<file path="src/pkg/exlp_pkg.sv">
// exlp_pkg: constants and types for the exception and low-power control block
package exlp_pkg;
	// register indices (no offsets printed; index = byte address for this plain port)
	localparam logic [3:0] REG_PEND_FIRST = 4'h0;
	localparam logic [3:0] REG_PEND_SECOND = 4'h1;
	localparam logic [3:0] REG_PEND_THIRD = 4'h2;
	localparam logic [3:0] REG_BREAK_STATUS = 4'h3;
	localparam logic [3:0] REG_BREAK_FLAG_CTRL = 4'h4;
	localparam logic [3:0] REG_CONFIG_ONE = 4'h5;
	localparam logic [3:0] REG_MODE_STATUS = 4'h6;
	// field positions
	localparam int BWE_BIT = 1;
	localparam int BREAK_CLEAR_ENABLE_BIT = 0;
	localparam int CFG_WDOG_DIS_BIT = 0;
	localparam int CFG_SHORT_REC_BIT = 1;
	localparam int CFG_STOP_EN_BIT = 2;
	// reset values
	localparam logic [7:0] CFG_RESET = 8'h00;
	localparam logic [7:0] BFC_RESET = 8'h00;
	// recovery counts in crystal cycles
	localparam int REC_LONG = 4096;
	localparam int REC_SHORT = 32;
	localparam int NUM_SRC = 16;
	// vector codes: 0 reset, 1 software trap, 2..17 sources 1..16
	localparam logic [4:0] VEC_RESET = 5'h00;
	localparam logic [4:0] VEC_SWTRAP = 5'h01;
	localparam logic [4:0] VEC_SRC_BASE = 5'h02;

	typedef enum logic [2:0] {
		EXLP_RUN = 3'b000,
		EXLP_WAIT = 3'b001,
		EXLP_STOP = 3'b010,
		EXLP_RECOVER = 3'b011,
		EXLP_STACK = 3'b100
	} exlp_state_t;

	// core handshake towards the block
	typedef struct packed {
		logic instr_done;
		logic swtrap_exec;
		logic wait_exec;
		logic stop_exec;
		logic rti_exec;
		logic stack_done;
		logic i_mask;
	} exlp_core_req_t;
endpackage

</file>
<file path="src/verilog/exlp_ctrl.sv">
// exlp_ctrl: interrupt latch and arbitration, break flag protection, wait/stop sequencing
//
// The implementer's own choices: the address-and-strobe port and the register addresses.
`timescale 1ns/10ps
`default_nettype none
// Function
// - entry stacks registers and sets mask
// - latch requests, arbitrate, give vector code
// - latched request held until serviced or unmasked
// - hardware requests checked after instruction end
// - take only if unmasked and enabled
// - highest pending priority served first
// - fixed priority reset, trap, sources 1-16
// - software trap ignores global mask
// - trap stacks pc, hardware stacks pc-1
// - first flags: sources 1-6, bits 1:0 zero
// - second flags: sources 14 down to 7
// - third flags: sources 16,15 low bits
// - reset outranks all, never arbitrated
// - break forces software trap vector
// - break protects flags unless clear enabled
// - two-step clears stay protected in break; code allows them in break once clear enable is set
// - wait and stop clear global mask
// - wait stops core clock, wakes on interrupt
// - break leaving wait sets wait-exit flag
// - watchdog runs in wait unless disabled
// - stop gates clocks, recovery counter held
// - stop recovery 4096 or 32 cycles
// - wait-exit flag shows break-wait exit
// - clear enable bit is read/write
module exlp_ctrl import exlp_pkg::*; #(
	parameter int REC_LONG_CYC = REC_LONG
) (
	input wire logic clk,
	input wire logic arst_n,
	input wire logic [NUM_SRC-1:0] irq_req,
	input wire logic [NUM_SRC-1:0] irq_en,
	input wire logic break_req,
	input wire exlp_core_req_t core,
	input wire logic [3:0] reg_addr,
	input wire logic [7:0] reg_wdata,
	input wire logic reg_wr,
	input wire logic reg_rd,
	output logic [7:0] reg_rdata,
	output logic take_int,
	output logic [4:0] vec_code,
	output logic stack_pc_minus1,
	output logic set_i_mask,
	output logic clr_i_mask,
	output logic core_clk_en,
	output logic periph_clk_en,
	output logic xtal_clk_en,
	output logic watchdog_run,
	output logic flag_clear_allow,
	output logic in_break
);
	// break request is a pin-side level: two flops before use
	logic brk_s1_ff, brk_s2_ff;
	exlp_state_t state_ff, nxt_state;
	logic latched_ff, nxt_latched;
	logic [4:0] lvec_ff, nxt_lvec;
	logic [12:0] rec_cnt_ff, nxt_rec_cnt;
	logic bwe_ff, break_clear_enable_ff;
	logic [7:0] cfg_ff;
	logic take_ff, pcm1_ff, seti_ff, clri_ff, brk_ff, allow_ff;
	logic [7:0] rdata_ff, nxt_rdata;
	logic [NUM_SRC-1:0] pend_ff;

	// priority encoder: lowest index is highest priority
	function automatic logic [4:0] prio_vec(input logic [NUM_SRC-1:0] req);
		logic [4:0] v;
		v = VEC_SRC_BASE;
		for (int i = NUM_SRC - 1; i >= 0; i--) begin
			if (req[i]) begin
				v = VEC_SRC_BASE + 5'(i);
			end
		end
		return v;
	endfunction

	// decode and qualification
	wire brk_now = brk_s2_ff;
	wire [NUM_SRC-1:0] hw_ok = pend_ff & irq_en;
	wire hw_any = (|hw_ok) & ~core.i_mask;
	wire run_pick = (state_ff == EXLP_RUN) & core.instr_done;
	wire sw_pick = run_pick & (core.swtrap_exec | brk_now);
	wire hw_pick = run_pick & ~sw_pick & hw_any & ~latched_ff;
	wire wake_any = (|hw_ok) | brk_now; // mask cleared by the low-power instruction
	wire short_rec = cfg_ff[CFG_SHORT_REC_BIT];
	wire [12:0] rec_target = short_rec ? 13'(REC_SHORT) : 13'(REC_LONG_CYC);
	wire wr_bfc = reg_wr & (reg_addr == REG_BREAK_FLAG_CTRL);
	wire wr_cfg = reg_wr & (reg_addr == REG_CONFIG_ONE);
	wire wr_bsr = reg_wr & (reg_addr == REG_BREAK_STATUS);
	wire bwe_set = (state_ff == EXLP_WAIT) & brk_now;

	// sequencing of run, wait, stop and recovery
	always_comb begin
		nxt_state = state_ff;
		nxt_latched = latched_ff;
		nxt_lvec = lvec_ff;
		nxt_rec_cnt = rec_cnt_ff;
		case (state_ff)
			EXLP_RUN: begin
				if (sw_pick) begin
					nxt_latched = 1'b1;
					nxt_lvec = VEC_SWTRAP;
					nxt_state = EXLP_STACK;
				end else if (hw_pick) begin
					nxt_latched = 1'b1;
					nxt_lvec = prio_vec(hw_ok);
					nxt_state = EXLP_STACK;
				end else if (core.wait_exec) begin
					nxt_state = EXLP_WAIT;
				end else if (core.stop_exec & cfg_ff[CFG_STOP_EN_BIT]) begin
					nxt_rec_cnt = 13'h0000;
					nxt_state = EXLP_STOP;
				end
			end
			EXLP_WAIT: begin
				// stacking begins the cycle after the wake event
				if (wake_any) begin
					nxt_latched = 1'b1;
					nxt_lvec = brk_now ? VEC_SWTRAP : prio_vec(hw_ok);
					nxt_state = EXLP_STACK;
				end
			end
			EXLP_STOP: begin
				nxt_rec_cnt = 13'h0000;
				if (wake_any) begin
					nxt_state = EXLP_RECOVER;
				end
			end
			EXLP_RECOVER: begin
				nxt_rec_cnt = rec_cnt_ff + 13'h0001;
				if (nxt_rec_cnt >= rec_target) begin
					nxt_latched = 1'b1;
					nxt_lvec = brk_now ? VEC_SWTRAP : prio_vec(hw_ok);
					nxt_state = EXLP_STACK;
				end
			end
			EXLP_STACK: begin
				// core stacks and sets the mask; wait for it
				if (core.stack_done) begin
					nxt_state = EXLP_RUN;
				end
			end
			default: begin
				nxt_state = EXLP_RUN;
			end
		endcase
		// serviced (return) or mask cleared drops the latch
		if (latched_ff & (core.rti_exec | ~core.i_mask) & (state_ff == EXLP_RUN)) begin
			nxt_latched = 1'b0;
		end
	end

	// read mux; pending registers have no write path
	always_comb begin
		nxt_rdata = 8'h00;
		case (reg_addr)
			REG_PEND_FIRST: nxt_rdata = {pend_ff[5:0], 2'b00};
			REG_PEND_SECOND: nxt_rdata = {pend_ff[13], pend_ff[12], pend_ff[11],
				pend_ff[10], pend_ff[9], pend_ff[8], pend_ff[7], pend_ff[6]};
			REG_PEND_THIRD: nxt_rdata = {6'h00, pend_ff[15], pend_ff[14]};
			REG_BREAK_STATUS: nxt_rdata = 8'(bwe_ff) << BWE_BIT;
			REG_BREAK_FLAG_CTRL: nxt_rdata = 8'(break_clear_enable_ff) << BREAK_CLEAR_ENABLE_BIT;
			REG_CONFIG_ONE: nxt_rdata = cfg_ff;
			REG_MODE_STATUS: nxt_rdata = {3'h0, latched_ff, 1'b0, state_ff};
			default: nxt_rdata = 8'h00;
		endcase
	end

	// synchroniser and request latch
	always_ff @(posedge clk or negedge arst_n) begin
		if (!arst_n) begin
			brk_s1_ff <= 1'b0;
			brk_s2_ff <= 1'b0;
			pend_ff <= '0;
		end else begin
			brk_s1_ff <= break_req;
			brk_s2_ff <= brk_s1_ff;
			pend_ff <= irq_req;
		end
	end

	// state, latch and recovery counter; async reset outranks all
	always_ff @(posedge clk or negedge arst_n) begin
		if (!arst_n) begin
			state_ff <= EXLP_RUN;
			latched_ff <= 1'b0;
			lvec_ff <= VEC_RESET;
			rec_cnt_ff <= 13'h0000;
		end else begin
			state_ff <= nxt_state;
			latched_ff <= nxt_latched;
			lvec_ff <= nxt_lvec;
			rec_cnt_ff <= nxt_rec_cnt;
		end
	end

	// software registers; a set of the wait-exit flag beats a clear
	always_ff @(posedge clk or negedge arst_n) begin
		if (!arst_n) begin
			bwe_ff <= 1'b0;
			break_clear_enable_ff <= BFC_RESET[BREAK_CLEAR_ENABLE_BIT];
			cfg_ff <= CFG_RESET;
			rdata_ff <= 8'h00;
		end else begin
			if (bwe_set) begin
				bwe_ff <= 1'b1;
			end else if (wr_bsr & ~reg_wdata[BWE_BIT]) begin
				bwe_ff <= 1'b0;
			end
			if (wr_bfc) begin
				break_clear_enable_ff <= reg_wdata[BREAK_CLEAR_ENABLE_BIT];
			end
			if (wr_cfg) begin
				cfg_ff <= reg_wdata;
			end
			rdata_ff <= reg_rd ? nxt_rdata : 8'h00;
		end
	end

	// registered outputs to the core and break flags; clock gates decode state_ff directly
	always_ff @(posedge clk or negedge arst_n) begin
		if (!arst_n) begin
			take_ff <= 1'b0;
			pcm1_ff <= 1'b0;
			seti_ff <= 1'b0;
			clri_ff <= 1'b0;
			brk_ff <= 1'b0;
			allow_ff <= 1'b1;
		end else begin
			take_ff <= (nxt_state == EXLP_STACK) & (state_ff != EXLP_STACK);
			pcm1_ff <= (state_ff != EXLP_STACK) & (nxt_state == EXLP_STACK) &
				(nxt_lvec != VEC_SWTRAP);
			seti_ff <= (nxt_state == EXLP_STACK) & (state_ff != EXLP_STACK);
			clri_ff <= run_pick & ~sw_pick & ~hw_pick &
				(core.wait_exec | core.stop_exec);
			brk_ff <= brk_now;
			// two-step clears get no hold-off of their own; the allow is withheld in break only while clear enable is 0
			allow_ff <= ~brk_now | (wr_bfc ? reg_wdata[BREAK_CLEAR_ENABLE_BIT] : break_clear_enable_ff);
		end
	end

	assign flag_clear_allow = allow_ff;
	assign in_break = brk_ff;
	assign reg_rdata = rdata_ff;
	assign take_int = take_ff;
	assign vec_code = lvec_ff;
	assign stack_pc_minus1 = pcm1_ff;
	assign set_i_mask = seti_ff;
	assign clr_i_mask = clri_ff;
	assign core_clk_en = (state_ff == EXLP_RUN) | (state_ff == EXLP_STACK);
	assign periph_clk_en = (state_ff != EXLP_STOP) & (state_ff != EXLP_RECOVER);
	assign xtal_clk_en = (state_ff != EXLP_STOP);
	assign watchdog_run = ~cfg_ff[CFG_WDOG_DIS_BIT] & (state_ff != EXLP_STOP);
endmodule
`default_nettype wire

</file>
<file path="config.mk">
export PLATFORM = sky130hd
export DESIGN_NAME = exlp_ctrl
export DESIGN_NICKNAME = d
export VERILOG_FILES = /design/src/pkg/exlp_pkg.sv /design/src/verilog/exlp_ctrl.sv
export SDC_FILE = /design/constraint.sdc
export NUM_CORES = 1
export LEC_CHECK = 0
export ABC_AREA = 1
export BUFFER_PORTS_ARGS = -buffer_cell sky130_fd_sc_hd__buf_2
export CAP_MARGIN = 20
export CORE_MARGIN = 3
export CORE_UTILIZATION = 36
export CTS_CLUSTER_DIAMETER = 80
export DETAILED_ROUTE_END_ITERATION = 8
export HOLD_SLACK_MARGIN = 0.06
export PLACE_DENSITY = 0.58
export SYNTH_ARGS = -nofsm -noshare
export SYNTH_HDL_FRONTEND = slang
export SYNTH_SLANG_ARGS = --single-unit
</file>
<file path="constraint.sdc">
create_clock -name clk -period 3.2 [get_ports clk]
set_clock_uncertainty 0.2 [all_clocks]
set_input_delay 0.16 -clock clk [delete_from_list [all_inputs] [get_ports clk]]
set_output_delay 0.16 -clock clk [all_outputs]
set_load 0.01 [all_outputs]
</file>
==> impl_metrics.csv <==
group,metric,value,unit
power_and_ir_drop,power_density,573,nW/µm²
cells_and_area,design_area,4350,µm²
logic_synthesis,yosys.area_share.simple,28.1,%
setup_path,crit_chain,"nor2_4 -> nand2_2 -> nor4_2 -> dlygate4sd3_1 -> o21ai_0 -> dlygate4sd3_1 -> nor2_1",
place,dp_hpwl,6.65,mm
floorplanning,fp.dieH,101,µm
outcome,status,"complete, no violations",
floorplanning,core,8460,µm²
global_route,grt_pass1_wl,14.8,mm
detailed_routing,drtPass1Iterations,4,
detailed_routing,drc_errors,0,
cells_and_area,fillers,805,
timing,finalMaxSlewViolations,0,
clock_tree,cts-root-buf,"clkbuf_8",
global_route,overflow,0,
logic_synthesis,synthTopCellsByArea,"dfrtp_1 (48%), nand2_1 (14%), inv_1 (6.0%), nand3_1 (3.3%), o21ai_0 (3.3%)",
setup_path,critPathCaptureType,"register",
logic_synthesis,syn_area,3220,µm²
detailed_routing,viasPerCell,4.89,
cells_and_area,regArea,1580,µm²
cells_and_area,diodes,0,
logic_synthesis,yosys.area.top_type_share,48.2,%
cells_and_area,syn_to_final_growth,35.2,%
setup_path,cp.required,3280,ps
logic_synthesis,synth-compound-area-share,10.2,%
timing,slew_headroom,47.6,%
logic_synthesis,synth_nets,447,
detailed_routing,wl_per_cell,14.2,µm
setup_path,crit_buf_inv,2,
detailed_routing,routed-wl-met2,4.33,mm
worst_hold_path,hold_start,"core[3]",
setup_path,crit_type,"register to register",
setup_path,cp_common_cell,"dlygate4sd3_1",
cells_and_area,fin_nets,576,
timing,fin_crit,2560,ps
clock_tree,cts.sinks,63,
cells_and_area,mostFrequentLayoutCell,"nand2_1",
clock_tree,clock_path_buffers,2,
detailed_routing,wl,8.90,mm
clock_tree,cts_tree,"done",
clock_tree,htreeDepth,3,
setup_path,slowest_stage,"dlygate4sd3_1",
clock_tree,cts_buffers,9,
floorplanning,die_w,101,µm
setup_path,cp_slowest_stage_delay,610,ps
logic_synthesis,yosys_warnings,0,
clock_tree,cts_resized,0,
setup_path,critPathTopFamily,"buffers and inverters",
detailed_routing,met1_length,3.92,mm
flow_run,drv_cap,0,
global_route,grt_max_degree,43,
logic_synthesis,synth.avg_cell_area,8.29,µm²
place,gp_congestion,0.889,
global_route,grt_pass1_vias,3094,
logic_synthesis,synthAdderAreaFrac,1.17,%
power_and_ir_drop,p_leak,2.26,nW
timing,hold_viol_final,0,
logic_synthesis,synth_top_family_by_area,"simple AND/OR/NAND/NOR gates",
detailed_routing,ant_nets,0,
clock_tree,clk-insertion-delay-late,350,ps
timing,setup_viol,0,
floorplanning,start_util,38.0,%
cells_and_area,multi_input_area,1400,µm²
floorplanning,die_area,10100,µm²
global_route,grt_usage,18.8,%
setup_path,cp-startpoint,"state_ff[1]$_DFF_PN0_",
timing,grt_setup_unrepaired,"no",
place,numPortBuffers,78,
logic_synthesis,ys_seq_area_share,49.0,%
detailed_routing,vias,3066,
cells_and_area,drive_above_1_share,25.1,%
logic_synthesis,synthMuxAreaShare,2.45,%
timing,max_freq,391,MHz
setup_path,arrival,2640,ps
global_route,antenna_found_initial,0,
detailed_routing,dr_wl_met3,453,µm
floorplanning,ios,79,
timing,fin_crit_sh,79.8,%
setup_path,startpoint_type,"register",
clock_tree,path_clk_slew,80,ps
power_and_ir_drop,max-vdd-ir-drop,0.252,mV
setup_path,reg2reg_from,"state_ff[1]$_DFF_PN0_",
floorplanning,fp-row-count,33,
timing,worstMarginPinSlew,780,ps
timing,tns,0,ps
logic_synthesis,yosysUniqueCellTypes,41,
setup_path,crit_path_max_fanout,7,
worst_hold_path,min_path_type,"input port to register",
logic_synthesis,synth_xor_area_share,1.63,%
detailed_routing,drtIter0Drc,140,
detailed_routing,top_layer,"met4",
logic_synthesis,syn_inst,388,
logic_synthesis,synth_area_leader_cell,"dfrtp_1",
place,place_area,3720,µm²
logic_synthesis,ys_ff_latch,63,
cells_and_area,layout_common_cells,"nand2_1 (118), buf_2 (78), dfrtp_1 (62), inv_1 (51), dlygate4sd3_1 (43)",
[sequential cells by signal, indices dropped and copies added (netlist names), 3 cells and up]
register    flops
reg_rdata       8
rec_cnt_ff     13
cfg_ff          8
pend_ff        16
vec_code        5
state_ff        3
[per-stage QoR]
step | util, % | cells | hold WS, ps | power, mW | setup WS (ps)
finish | 51.4 | 627 | 101 | 2.49 | 645
global route | 51.4 | 627 | 149 | 2.65 | 393
detailed placement | 44.0 | 568 | -28.2 | 1.76 | 655
CTS | 51.4 | 627 | 73.7 | 2.51 | 641
floorplan | - | 388 | -336 | 1.50 | 899
global placement | 44.0 | 568 | -36.7 | 1.75 | 697
[power by group]
part	internal (mW)	total [mW]	switching [mW]	leakage [nW]
Clock	0.360	0.699	0.339	0.0956
Sequential	0.916	1.01	0.0928	0.798
Combinational	0.306	0.785	0.479	1.37
Total	1.58	2.49	0.910	2.26
[worst min-delay path: cells and delay by family]
kind	cells	cell delay, ps
AO/OA/AOI/OAI	1	70
AND/OR/NAND/NOR	3	210
buffers and inverters	2	150
[area by class of cell]
type	count	share of cell area [%]
sequential	63	36.3
multi-input combinational	265	32.2
timing repair buffer	123	19.2
inverter	55	4.75
tap	105	3.02
clock buffer	9	2.85
clock inverter	7	1.67
[what timing repair did]
item	in CTS	in global routing
hold endpoints to repair	61	0
setup buffers	0	0
hold buffers	43	0
[cell usage after synthesis, drive strengths merged]
library cell  number
nor2              31
ha                 3
a311oi             1
nand3             23
o21ai             24
o21bai             2
a22oi              1
o22ai              8
o211ai             1
clkbuf             1
buf                4
a21oi              5
nand2            123
xor2               6
nor4               2
o2111ai            3
nor3b              1
a221oi             2
dfstp              1
dfrtp             62
a31oi              4
or2                1
inv               54
nand4              7
mux2               7
clkinv             1
nor3              10
[kinds of logic (layout without fill, tap and decap cells)]
| group | count (synthesis) | after routing |
|---|---|---|
| flops | 63 | 63 |
| fa+ha+maj | 3 | 3 |
| buf+inv | 60 | 194 |
| compound gates | 51 | 51 |
| xor+xnor | 6 | 6 |
| simple gates | 198 | 198 |
| mux | 7 | 7 |
[worst paths after layout]
path	to	slack [ps]	depth (start not counted)
max	clr_i_mask$_DFF_PN0_	640	7
min	state_ff[0]$_DFF_PN0_	100	6
max reg2reg	clr_i_mask$_DFF_PN0_	640	7
min reg2reg	brk_now$_DFF_PN0_	150	0
max in group asynchronous	reg_rdata[4]$_DFF_PN0_	1780	3
min in group asynchronous	rec_cnt_ff[6]$_DFFE_PN0P_	110	2
[per-layer routing]
metal / vias to the layer above / global-route usage [%]
met5: - / 0
met4: 0 / 8.08
met3: 16 / 3.18
met2: 91 / 30.2
met1: 1439 / 25.0
li1: 1520 / -
No activity file was read; power rests on OpenSTA's default activity.
